`src/verilog/rsc_pkg.sv`:
```
/*
  shared constants and carrier types for the reset and strap
  configuration block of a four-port hub.
  assumes a single 25 MHz core clock and no register bus.
*/
`default_nettype none

package rsc_pkg;

  // ----------------------------------------------------------------
  // timing
  // ----------------------------------------------------------------
  localparam int unsigned CLK_HZ         = 25_000_000;  // core clock rate
  localparam int unsigned RESET_MIN_MS   = 3;           // least global reset low time
  // least time rounds up to whole cycles
  localparam int unsigned RESET_MIN_CYC  = (RESET_MIN_MS * CLK_HZ + 999) / 1000;
  localparam int unsigned RESET_CNT_W    = 17;          // width of the low-time counter

  // ----------------------------------------------------------------
  // widths and reset values
  // ----------------------------------------------------------------
  localparam int unsigned PORT_COUNT     = 4;           // downstream ports
  localparam int unsigned SYNC_STAGES    = 3;           // pin synchroniser depth

  // ----------------------------------------------------------------
  // carriers
  // ----------------------------------------------------------------
  // straps as seen on the pins, one bit each
  typedef struct packed {
    logic global_reset_n;   // external active-low global reset
    logic bus_mode;         // high: eeprom mode, low: smbus mode
    logic serial_data;      // high: u1/u2 disabled
    logic serial_clock;     // high: u1/u2 initiation blocked
    logic hs_polarity;      // high: power enables active high
    logic ss_spread;        // high: spread spectrum off
  } rsc_pins_t;

  localparam rsc_pins_t PINS_RST = 6'h00;  // synchroniser contents at reset

  // captured strap set, held between resets
  typedef struct packed {
    logic bus_mode;
    logic serial_data;
    logic serial_clock;
    logic hs_polarity;
    logic ss_spread;
  } rsc_straps_t;

  // defaults before the first capture: eeprom mode, everything enabled
  localparam rsc_straps_t STRAPS_RST = 5'h10;

endpackage

`default_nettype wire

```
`src/verilog/rsc_pin_sync.sv`:
```
/*
  three-stage synchroniser for a group of pins.
  the output follows once the second and third stages agree.
  assumes pins are asynchronous to clock_in.
*/
`timescale 1ns/10ps
`default_nettype none

module rsc_pin_sync #(
  parameter int unsigned           WIDTH     = 1,
  parameter logic [WIDTH-1:0]      RESET_VAL = '0
) (
  // clock and reset
  input  wire logic             clock_in,
  input  wire logic             rst_n_in,
  // pins and synchronised copy
  input  wire logic [WIDTH-1:0] pins_in,
  output logic      [WIDTH-1:0] stable_out
);

  logic [WIDTH-1:0] meta_reg;   // first stage, read only by stage two
  logic [WIDTH-1:0] mid_reg;    // second stage
  logic [WIDTH-1:0] late_reg;   // third stage

  // ----------------------------------------------------------------
  // shift chain
  // ----------------------------------------------------------------
  always_ff @(posedge clock_in or negedge rst_n_in) begin
    if (!rst_n_in) begin
      meta_reg <= RESET_VAL;
      mid_reg  <= RESET_VAL;
      late_reg <= RESET_VAL;
    end else begin
      meta_reg <= pins_in;
      mid_reg  <= meta_reg;
      late_reg <= mid_reg;
    end
  end

  // ----------------------------------------------------------------
  // agreement filter: a bit moves only when stages two and three agree
  // ----------------------------------------------------------------
  always_ff @(posedge clock_in or negedge rst_n_in) begin
    if (!rst_n_in) begin
      stable_out <= RESET_VAL;
    end else begin
      for (int i = 0; i < WIDTH; i++) begin
        if (mid_reg[i] == late_reg[i]) begin
          stable_out[i] <= late_reg[i];
        end
      end
    end
  end

endmodule

`default_nettype wire

```
`src/verilog/rsc_reset_strap_config.sv`:
```
/*
  reset handling and power-on strap capture for a four-port hub.
  holds the hub core in reset while the global reset pin is low,
  captures the straps once at its release and drives the resulting
  configuration, the serial pin routing, the port power enables and
  the suspend status leds.
  assumes rst_n_in is a power-on reset and all strap pins are async.
*/
// What this block does
// - core held in reset while global reset low
// - bus-mode strap high eeprom, low smbus
// - serial pins routed to smbus or eeprom
// - data strap high disables u1 and u2
// - config register overrides u1u2 disable strap
// - clock strap high blocks u1u2 initiation
// - blocked: accept requests, never initiate
// - config register overrides initiation block strap
// - power enables active low unless strap high
// - spread spectrum off when strap high
// - suspend strap pins become status leds
// - port power enables use captured polarity
`timescale 1ns/10ps
`default_nettype none

module rsc_reset_strap_config #(
  parameter int unsigned RESET_MIN_CYC = rsc_pkg::RESET_MIN_CYC,  // least low time
  parameter int unsigned PORTS         = rsc_pkg::PORT_COUNT       // downstream ports
) (
  // clock and power-on reset
  input  wire logic             clock_in,
  input  wire logic             rst_n_in,
  // global reset and strap pins
  input  wire logic             global_reset_n_in,
  input  wire logic             bus_mode_strap_in,
  input  wire logic             serial_data_strap_pin_in,
  input  wire logic             serial_clock_strap_pin_in,
  input  wire logic             hs_suspend_led_polarity_strap_in,
  input  wire logic             ss_suspend_led_spread_strap_in,
  // configuration register bits from the eeprom or smbus loader
  input  wire logic             config_source_valid_in,
  input  wire logic             link_low_power_disable_bit_in,
  input  wire logic             low_power_initiation_block_bit_in,
  // serial engines: open-drain enables and received levels
  input  wire logic             eeprom_clock_oe_in,
  input  wire logic             eeprom_data_oe_in,
  input  wire logic             smbus_data_oe_in,
  output logic                  eeprom_clock_rx_out,
  output logic                  eeprom_data_rx_out,
  output logic                  smbus_clock_rx_out,
  output logic                  smbus_data_rx_out,
  output logic                  serial_clock_oe_out,
  output logic                  serial_data_oe_out,
  output logic                  serial_pins_out,
  // link low-power control
  input  wire logic             lp_entry_request_in,
  input  wire logic             lp_self_initiate_in,
  output logic                  lp_entry_accept_out,
  output logic                  lp_initiate_out,
  // port power
  input  wire logic [PORTS-1:0] port_power_request_in,
  output logic      [PORTS-1:0] port_power_enable_n_out,
  // suspend status leds on the strap pins
  input  wire logic             hs_suspended_in,
  input  wire logic             ss_suspended_in,
  output logic                  hs_suspend_led_out,
  output logic                  hs_suspend_led_oe_out,
  output logic                  ss_suspend_led_out,
  output logic                  ss_suspend_led_oe_out,
  // configuration and status
  output logic                  core_reset_n_out,
  output logic                  smbus_mode_out,
  output logic                  u1u2_disable_out,
  output logic                  u1u2_init_block_out,
  output logic                  spread_spectrum_en_out,
  output logic                  reset_too_short_out
);

  // ----------------------------------------------------------------
  // elaboration checks
  // ----------------------------------------------------------------
  if (RESET_MIN_CYC < 1 || RESET_MIN_CYC >= (1 << rsc_pkg::RESET_CNT_W)) begin : g_bad_min
    $error("RESET_MIN_CYC out of counter range");
  end
  if (PORTS < 1) begin : g_bad_ports
    $error("PORTS must be at least one");
  end

  typedef enum logic [0:0] {ST_HOLD, ST_RUN} rsc_state_t;

  rsc_pkg::rsc_pins_t                  pins_raw;     // raw pin group
  rsc_pkg::rsc_pins_t                  pins_s;       // synchronised pins
  rsc_state_t                          state_reg;    // core reset state
  rsc_pkg::rsc_straps_t                straps_reg;   // captured straps
  logic [rsc_pkg::RESET_CNT_W-1:0]     low_cnt_reg;  // cycles of reset low
  logic                                capture;      // release seen this cycle
  logic                                dis_eff;      // effective u1u2 disable
  logic                                blk_eff;      // effective initiation block

  assign pins_raw = '{global_reset_n : global_reset_n_in,
                      bus_mode       : bus_mode_strap_in,
                      serial_data    : serial_data_strap_pin_in,
                      serial_clock   : serial_clock_strap_pin_in,
                      hs_polarity    : hs_suspend_led_polarity_strap_in,
                      ss_spread      : ss_suspend_led_spread_strap_in};

  // straps pass the same chain as the reset pin so they line up with its release
  rsc_pin_sync #(
    .WIDTH     ($bits(rsc_pkg::rsc_pins_t)),
    .RESET_VAL (rsc_pkg::PINS_RST)
  ) u_sync (
    .clock_in   (clock_in),
    .rst_n_in   (rst_n_in),
    .pins_in    (pins_raw),
    .stable_out (pins_s)
  );

  assign capture = (state_reg == ST_HOLD) && pins_s.global_reset_n;

  // ----------------------------------------------------------------
  // core reset state
  // ----------------------------------------------------------------
  always_ff @(posedge clock_in or negedge rst_n_in) begin
    if (!rst_n_in) begin
      state_reg <= ST_HOLD;
    end else begin
      case (state_reg)
        ST_HOLD: begin
          if (pins_s.global_reset_n) begin
            state_reg <= ST_RUN;
          end
        end
        ST_RUN: begin
          if (!pins_s.global_reset_n) begin
            state_reg <= ST_HOLD;
          end
        end
        default: begin
          state_reg <= ST_HOLD;
        end
      endcase
    end
  end

  // ----------------------------------------------------------------
  // low-time measurement; a short pulse is flagged, not lengthened,
  // since the core cannot know whether supplies were already good
  // ----------------------------------------------------------------
  always_ff @(posedge clock_in or negedge rst_n_in) begin
    if (!rst_n_in) begin
      low_cnt_reg         <= '0;
      reset_too_short_out <= 1'b0;
    end else if (capture) begin
      low_cnt_reg         <= '0;
      // the first low cycle is seen while still in ST_RUN and never counted, so the count reads one short of the pin
      reset_too_short_out <= (low_cnt_reg < rsc_pkg::RESET_CNT_W'(RESET_MIN_CYC - 1));
    end else if (state_reg == ST_HOLD && low_cnt_reg != '1) begin
      low_cnt_reg         <= low_cnt_reg + 1'b1;  // saturates
    end
  end

  // ----------------------------------------------------------------
  // strap capture: once per release, held through later pin activity
  // ----------------------------------------------------------------
  always_ff @(posedge clock_in or negedge rst_n_in) begin
    if (!rst_n_in) begin
      straps_reg <= rsc_pkg::STRAPS_RST;
    end else if (capture) begin
      straps_reg <= '{bus_mode     : pins_s.bus_mode,
                      serial_data  : pins_s.serial_data,
                      serial_clock : pins_s.serial_clock,
                      hs_polarity  : pins_s.hs_polarity,
                      ss_spread    : pins_s.ss_spread};
    end
  end

  // ----------------------------------------------------------------
  // effective low-power settings
  // ----------------------------------------------------------------
  always_comb begin
    if (config_source_valid_in) begin
      dis_eff = link_low_power_disable_bit_in;
      blk_eff = low_power_initiation_block_bit_in;
    end else begin
      dis_eff = straps_reg.serial_data;
      blk_eff = straps_reg.serial_clock;
    end
  end

  // ----------------------------------------------------------------
  // configuration outputs
  // ----------------------------------------------------------------
  always_ff @(posedge clock_in or negedge rst_n_in) begin
    if (!rst_n_in) begin
      core_reset_n_out       <= 1'b0;
      smbus_mode_out         <= 1'b0;
      u1u2_disable_out       <= 1'b0;
      u1u2_init_block_out    <= 1'b0;
      spread_spectrum_en_out <= 1'b1;
    end else begin
      core_reset_n_out       <= (state_reg == ST_RUN);
      smbus_mode_out         <= !straps_reg.bus_mode;
      u1u2_disable_out       <= dis_eff;
      u1u2_init_block_out    <= blk_eff;
      spread_spectrum_en_out <= !straps_reg.ss_spread;
    end
  end

  // ----------------------------------------------------------------
  // link low-power gating: disable stops everything, block only our own
  // ----------------------------------------------------------------
  always_ff @(posedge clock_in or negedge rst_n_in) begin
    if (!rst_n_in) begin
      lp_entry_accept_out <= 1'b0;
      lp_initiate_out     <= 1'b0;
    end else begin
      lp_entry_accept_out <= lp_entry_request_in && !dis_eff && (state_reg == ST_RUN);
      lp_initiate_out     <= lp_self_initiate_in && !dis_eff && !blk_eff
                             && (state_reg == ST_RUN);
    end
  end

  // ----------------------------------------------------------------
  // serial pin routing; drivers off while the core is in reset so the
  // board straps are not fought during sampling
  // ----------------------------------------------------------------
  always_ff @(posedge clock_in or negedge rst_n_in) begin
    if (!rst_n_in) begin
      serial_clock_oe_out <= 1'b0;
      serial_data_oe_out  <= 1'b0;
    end else if (state_reg != ST_RUN) begin
      serial_clock_oe_out <= 1'b0;
      serial_data_oe_out  <= 1'b0;
    end else if (!straps_reg.bus_mode) begin
      serial_clock_oe_out <= 1'b0;               // clock comes from the smbus host
      serial_data_oe_out  <= smbus_data_oe_in;
    end else begin
      serial_clock_oe_out <= eeprom_clock_oe_in;
      serial_data_oe_out  <= eeprom_data_oe_in;
    end
  end

  // received levels go only to the engine that owns the pins
  always_ff @(posedge clock_in or negedge rst_n_in) begin
    if (!rst_n_in) begin
      eeprom_clock_rx_out <= 1'b1;
      eeprom_data_rx_out  <= 1'b1;
      smbus_clock_rx_out  <= 1'b1;
      smbus_data_rx_out   <= 1'b1;
    end else begin
      eeprom_clock_rx_out <= straps_reg.bus_mode  ? pins_s.serial_clock : 1'b1;
      eeprom_data_rx_out  <= straps_reg.bus_mode  ? pins_s.serial_data  : 1'b1;
      smbus_clock_rx_out  <= !straps_reg.bus_mode ? pins_s.serial_clock : 1'b1;
      smbus_data_rx_out   <= !straps_reg.bus_mode ? pins_s.serial_data  : 1'b1;
    end
  end

  // open-drain: driven level is always low
  always_ff @(posedge clock_in or negedge rst_n_in) begin
    if (!rst_n_in) begin
      serial_pins_out <= 1'b0;
    end else begin
      serial_pins_out <= 1'b0;
    end
  end

  // ----------------------------------------------------------------
  // port power enables; off level follows the captured polarity
  // ----------------------------------------------------------------
  always_ff @(posedge clock_in or negedge rst_n_in) begin
    if (!rst_n_in) begin
      port_power_enable_n_out <= '1;   // active-low default means all off
    end else if (state_reg != ST_RUN) begin
      port_power_enable_n_out <= {PORTS{!straps_reg.hs_polarity}};
    end else if (straps_reg.hs_polarity) begin
      port_power_enable_n_out <= port_power_request_in;
    end else begin
      port_power_enable_n_out <= ~port_power_request_in;
    end
  end

  // ----------------------------------------------------------------
  // suspend leds: pins are released during reset so straps can be read
  // ----------------------------------------------------------------
  always_ff @(posedge clock_in or negedge rst_n_in) begin
    if (!rst_n_in) begin
      hs_suspend_led_out    <= 1'b0;
      hs_suspend_led_oe_out <= 1'b0;
      ss_suspend_led_out    <= 1'b0;
      ss_suspend_led_oe_out <= 1'b0;
    end else begin
      hs_suspend_led_oe_out <= (state_reg == ST_RUN);
      ss_suspend_led_oe_out <= (state_reg == ST_RUN);
      hs_suspend_led_out    <= hs_suspended_in && (state_reg == ST_RUN);
      ss_suspend_led_out    <= ss_suspended_in && (state_reg == ST_RUN);
    end
  end

  // ----------------------------------------------------------------
  // assertions
  // ----------------------------------------------------------------
  core_reset_a: assert property (@(posedge clock_in) disable iff (!rst_n_in)
    !pins_s.global_reset_n && state_reg == ST_RUN |-> ##2 !core_reset_n_out)
    else $error("core left running after global reset fell");

  short_flag_a: assert property (@(posedge clock_in) disable iff (!rst_n_in)
    capture |=> reset_too_short_out == ($past(low_cnt_reg) < RESET_MIN_CYC - 1))
    else $error("short reset flag wrong at release");

  bus_mode_a: assert property (@(posedge clock_in) disable iff (!rst_n_in)
    capture |-> ##2 (smbus_mode_out == !$past(pins_s.bus_mode, 2)))
    else $error("bus mode not taken from strap");

  serial_route_a: assert property (@(posedge clock_in) disable iff (!rst_n_in)
    state_reg == ST_RUN && straps_reg.bus_mode |=>
      serial_data_oe_out == $past(eeprom_data_oe_in))
    else $error("eeprom mode data enable misrouted");

  lp_disable_a: assert property (@(posedge clock_in) disable iff (!rst_n_in)
    config_source_valid_in |=> u1u2_disable_out == $past(link_low_power_disable_bit_in))
    else $error("u1u2 disable not from config bit");

  init_block_a: assert property (@(posedge clock_in) disable iff (!rst_n_in)
    !config_source_valid_in |=> u1u2_init_block_out == $past(straps_reg.serial_clock))
    else $error("initiation block not from strap");

  no_initiate_a: assert property (@(posedge clock_in) disable iff (!rst_n_in)
    lp_initiate_out |-> !$past(blk_eff) && !$past(dis_eff))
    else $error("initiated low power while blocked");

  accept_blocked_a: assert property (@(posedge clock_in) disable iff (!rst_n_in)
    state_reg == ST_RUN && lp_entry_request_in && !dis_eff && blk_eff |=> lp_entry_accept_out)
    else $error("request refused while only initiation blocked");

  power_pol_a: assert property (@(posedge clock_in) disable iff (!rst_n_in)
    state_reg == ST_RUN && !straps_reg.hs_polarity |=>
      port_power_enable_n_out == ~$past(port_power_request_in))
    else $error("active-low power enable wrong");

  strap_hold_a: assert property (@(posedge clock_in) disable iff (!rst_n_in)
    state_reg == ST_RUN |=> $stable(straps_reg))
    else $error("captured straps changed while running");

  led_drive_a: assert property (@(posedge clock_in) disable iff (!rst_n_in)
    state_reg == ST_HOLD |=> !hs_suspend_led_oe_out && !ss_suspend_led_oe_out)
    else $error("led pins driven during strap sampling");

endmodule

`default_nettype wire

```
`config.mk`:
```
export PLATFORM = sky130hd
export DESIGN_NAME = rsc_reset_strap_config
export DESIGN_NICKNAME = d
export VERILOG_FILES = /design/src/verilog/rsc_pkg.sv /design/src/verilog/rsc_pin_sync.sv /design/src/verilog/rsc_reset_strap_config.sv
export SDC_FILE = /design/constraint.sdc
export NUM_CORES = 1
export LEC_CHECK = 0
export ABC_CLOCK_PERIOD_IN_PS = 3600
export BUFFER_PORTS_ARGS = -buffer_cell sky130_fd_sc_hd__buf_2
export CAP_MARGIN = 20
export CORE_UTILIZATION = 35
export DETAILED_ROUTE_END_ITERATION = 8
export PLACE_DENSITY = 0.64
export SETUP_SLACK_MARGIN = 0.02
export SLEW_MARGIN = 20
export SYNTH_ARGS = -nofsm -noshare
export SYNTH_HDL_FRONTEND = slang
export SYNTH_SLANG_ARGS = --single-unit
```
`constraint.sdc`:
```
create_clock -name clock_in -period 3.6 [get_ports clock_in]
set_input_delay 0.36 -clock clock_in [delete_from_list [all_inputs] [get_ports clock_in]]
set_output_delay 0.36 -clock clock_in [all_outputs]
set_load 0.05 [all_outputs]
```
# Word-level counts from Yosys, hierarchy flattened

Cells that the tools add are included.

Bits in registers: 67
Bits of input ports: 22
Output and inout port bits: 23
Word-level logic and storage cells: 74

$add $sub $neg: 1
Magnitude comparators: 1
Equal/unequal tests: 7
Multiplexer cells: 15
Bitwise gates (word level): 2
Reduce and logical (&&, ||, !) cells: 15

Operators by type and width:

| cell                                                             | count |
|---|---|
| 17-bit two-way mux                                               | 2 |
| 17-bit by 1-bit adder with 17-bit output (second input constant) | 1 |
| 17-bit < comparator (second input constant)                      | 1 |
| 17-bit != test (second input constant)                           | 1 |
| 1-bit two-way mux                                                | 11 |
| 1-bit logical AND                                                | 9 |
| 4-bit two-way mux                                                | 2 |
| 1-bit == test                                                    | 6 |
| 1-bit logical NOT                                                | 5 |
| 4-bit NOT                                                        | 1 |
| 2-bit nonzero test                                               | 1 |
| 1-bit NOT                                                        | 1 |

# Depth between registers and ports, before layout

Word-level depth: 5
Gate-level depth with buffers: 10
Mapped depth without buffers: 8

# Modules after synthesis

A second synthesis with hierarchy kept.

Cells, all modules: 207
Area, all modules: 2557.5 µm²

Modules (own cells, without submodules):

| module                 | times used | cells each | area an instance (µm²) | sequential area each (µm²) |
|---|---|---|---|---|
| rsc_reset_strap_config | 1          | 177        | 1889.3                 | 1088.5 |
| rsc_pin_sync           | 1          | 30         | 668.1                  | 600.6 |

# Worst setup path before layout

OpenSTA, ideal clock, no wires.

Path type: register -> register
From: reg low_cnt_reg[4] in the netlist's numbering
To: reg low_cnt_reg[12] in the netlist's numbering
Setup time: 0.078 ns
Arrival time: 2.331 ns
Required time: 3.522 ns
Path slack: 1.191 ns
Stages on the path, launching flop included: 11
Buffers on the path: 2
Period minus slack after synthesis: 2.409 ns
Cells stage by stage: dfrtp_1 > and3_1 > nand3_1 > buf_2 > nor4_1 > ha_1 > buf_6 > nor2b_1 > or3_4 > or4_1 > a21oi_1

Word-level cells in the longest chain between the ends: 3
Elaborated cells between the ends (all ways): 6
Those cells by class: add/sub (1); eq/ne (1); mux (2); reduce/logical (2)

Ends and longest elaborated chain:

| item                                                                       | line                                                         | source |
|---|---|---|
| start, declared                                                            | rsc_reset_strap_config.sv:94                                 | `logic [rsc_pkg::RESET_CNT_W-1:0] low_cnt_reg;` |
| start signal, assigned                                                     | rsc_reset_strap_config.sv:157                                | `low_cnt_reg <= low_cnt_reg + 1'b1;` |
| 17-bit by 1-bit adder with 17-bit output or 17-bit != test (tied branches) | rsc_reset_strap_config.sv:157, rsc_reset_strap_config.sv:156 |  |
| 17-bit two-way mux or 1-bit logical AND (tied branches)                    | rsc_reset_strap_config.sv:156                                | `end else if (state_reg == ST_HOLD && low_cnt_reg != '1) begin` |
| 17-bit two-way mux or 2-bit nonzero test (tied branches)                   | --                                                           |  |

Parallel ways exist; a longest one is shown, timed or not. The select of a mux whose other input is x is not followed.
A chain may end at the register's enable or synchronous reset.

# Final worst setup path

Ends and elaborated chain as after synthesis.

==> metrics.txt <==
Async S/R FF share, synth=1.00; DIE AREA=0.00777 mm2; Clock Latency Late Sink=0.34 ns; metal3 WL=246 um; Final Hold Fails=0; nets@finish=285; core area=0.00721 mm2; Post-CTS Resized=0; fmax=383 MHz; fill cell count=702; global route overflow=0; wire length on met1=2.05 mm; max FFs per register=17; DRT Pass-1 Iters=4; GP Congestion=0.814; worst reg2reg path depth=8; Rel. slew slack=0.515; minimum clock period=2.61 ns; Synth Flop Type=dfrtp_1; post-DP HPWL=3.02 mm; Routed Antenna Nets=0; crit path kind=register to register; crit-path cells=and3_1 > nand3_1 > nor4_1 > ha_1 > nor2b_1 > or3_4 > or4_1 > a21oi_1; CTS Hold Bufs=0; pin count of the biggest net entering global routing=55; total clock sinks=67; number of flops mapped to enable cells by yosys=0; num rows=31; Yosys reg bits=67; total negative slack=0 ns; violation count after the first detailed-routing iteration=91; CP max FO=13; CTS tree=built; post-CTS setup buffer count=0; final WL=4.48 mm; post-route setup slack=0.989 ns; post-place setup slack=1.02 ns; drt wl/cell=12.3 um; All-Layer GR Usage=0.133; Worst Path Arrival=2.88 ns; commonest non-fill, non-tap cell in the layout=dfrtp_1; Worst Setup SP=low_cnt_reg[4]; Mapped Cells=218; power per cell area=608 mW/mm2; H-tree depth=3; Reg clk slew, reported paths=0.08 ns; final setup fails=0; Max stage delay cell, worst path=or4_1; Max-Cap Viols=0; commonest cells after routing, fill and taps aside=57 x dfrtp_1, 42 x buf_2, 23 x nand2_1, 11 x a21oi_1, 10 x dfstp_2; IO Port Bufs=43; placed instance count=349; Die Y=88.1 um; initial antenna violation count=0; Boundary Pins=45; mapped cell area=0.00260 mm2; layout cells sized above 1=0.289; total clock buffers created by CTS=9; area grow syn2layout=18.7%; syn avg cell area=11.9 um2; RSZ-0062 raised after global routing=false; Met2 Routed Length=2.16 mm; Crit path buffers/inverters=0; fin. max-slew vios=0; largest stage delay on the critical path=0.47 ns; synth unique cells=41; Req. time, crit path=3.87 ns; Via Count=1715; status=completed; WP depth=8; Clock Tree Buf Depth=2; HP Class=input port to async pin; CP top delay family=simple AND/OR/NAND/NOR gates; Cell Count, Final, Fillers Out=365; Peak supply drop=0.000193 V; Layout Skew=0.00842 ns; Antenna Cells=0; # DRC=0; Startpoint Class=register; global-route wire length before repair=7.63 mm; Die X=88.1 um; Tcrit/Tclk final=0.725; CTS root buffer=clkbuf_8; number of synthesis warnings=0; FF-to-FF Start=low_cnt_reg[4]; syn_nets=242; Leak Pwr=1.41 nW; worst-margin pin slew=0.728 ns; vias in the first global route=1654; starting density of the core=0.360; top layer in use=met4; register area share after synthesis=0.650; element type at the critical path end=register; DR vias/cell=4.70
-- Yosys cell counts, types with 2 or more instances --
master    instances  area [um2]
nor2_1            8        30.0
or4_1             5        37.5
and3_1            5        31.3
a21oi_1          11        55.1
a31oi_1           2        12.5
a22oi_1           2        15.0
ha_1              2        25.0
maj3_1            6        60.1
dfrtp_1          57        1430
o31ai_1           6        45.0
nor4_1            4        25.0
and2_1            2        12.5
buf_2             2        10.0
or2_2             2        12.5
xnor2_1           3        26.3
nand2_1          23        86.3
nand2b_1          4        25.0
mux2i_1           2        20.0
nand3_1           6        30.0
clkbuf_1          6        22.5
inv_1             8        30.0
xor2_1            6        52.6
nor2b_1           4        25.0
buf_4             3        22.5
o21ai_0           8        40.0
nand4_1           5        31.3
dfstp_2          10         263
nor3_1            3        15.0
-- cells by family (layout without fill, tap and decap cells) --
group	Yosys count	in the layout	synth area share
buf+inv	21	69	0.0390
other cells	1	1	0.00144
fa+ha+maj	8	8	0.0328
simple gates	76	76	0.157
flops	67	67	0.650
compound gates	33	33	0.0776
mux	3	3	0.0120
xor+xnor	9	9	0.0303
-- cell type report --
cell class	instances	area [um2]	share of cell area
flip-flops and latches	67	1690	0.548
clock inverters	7	76.3	0.0248
well taps	99	124	0.0402
inverters	8	30.0	0.00974
repair buffers	45	233	0.0755
multi-input cells	130	807	0.262
clock buffers	9	124	0.0402
-- power breakdown --
group          total [mW]  internal [mW]  switching [mW]  leakage, nW
Clock               0.614          0.325           0.289        0.102
Sequential          0.923          0.859          0.0635        0.818
Combinational       0.338         0.0925           0.246        0.488
-- through the flow --
| stage | cell area, um2 | total power [mW] | util | hold slack, ns |
|---|---|---|---|---|
| 3_5_place_dp | 2880 | 1.28 | 0.400 | 0.338 |
| 6_report | 3080 | 1.87 | 0.427 | 0.0467 |
| 2_1_floorplan | 2600 | 1.19 | - | 0.0644 |
| 3_3_place_gp | 2880 | 1.27 | 0.399 | 0.335 |
| 5_1_grt | 3080 | 1.97 | 0.427 | 0.0863 |
| 4_1_cts | 3080 | 1.90 | 0.427 | 0.0547 |
-- metal layers --
metal	GRT usage	up-vias
li1	-	841
met1	0.155	825
met2	0.216	47
met3	0.0603	2
met4	0.0528	0
met5	0	-
-- path summary, 6_finish.rpt --
kind	endpoint	slack, ns
max in group asynchronous	low_cnt_reg[9]	2.91
max	low_cnt_reg[12]	0.99
min in group clock_in	u_sync.meta_reg[1]	0.12
min	u_sync.late_reg[4]	0.05
max reg2reg	low_cnt_reg[12]	0.99
min reg2reg	u_sync.mid_reg[5]	0.35
No activity file was read; power rests on OpenSTA's default activity.
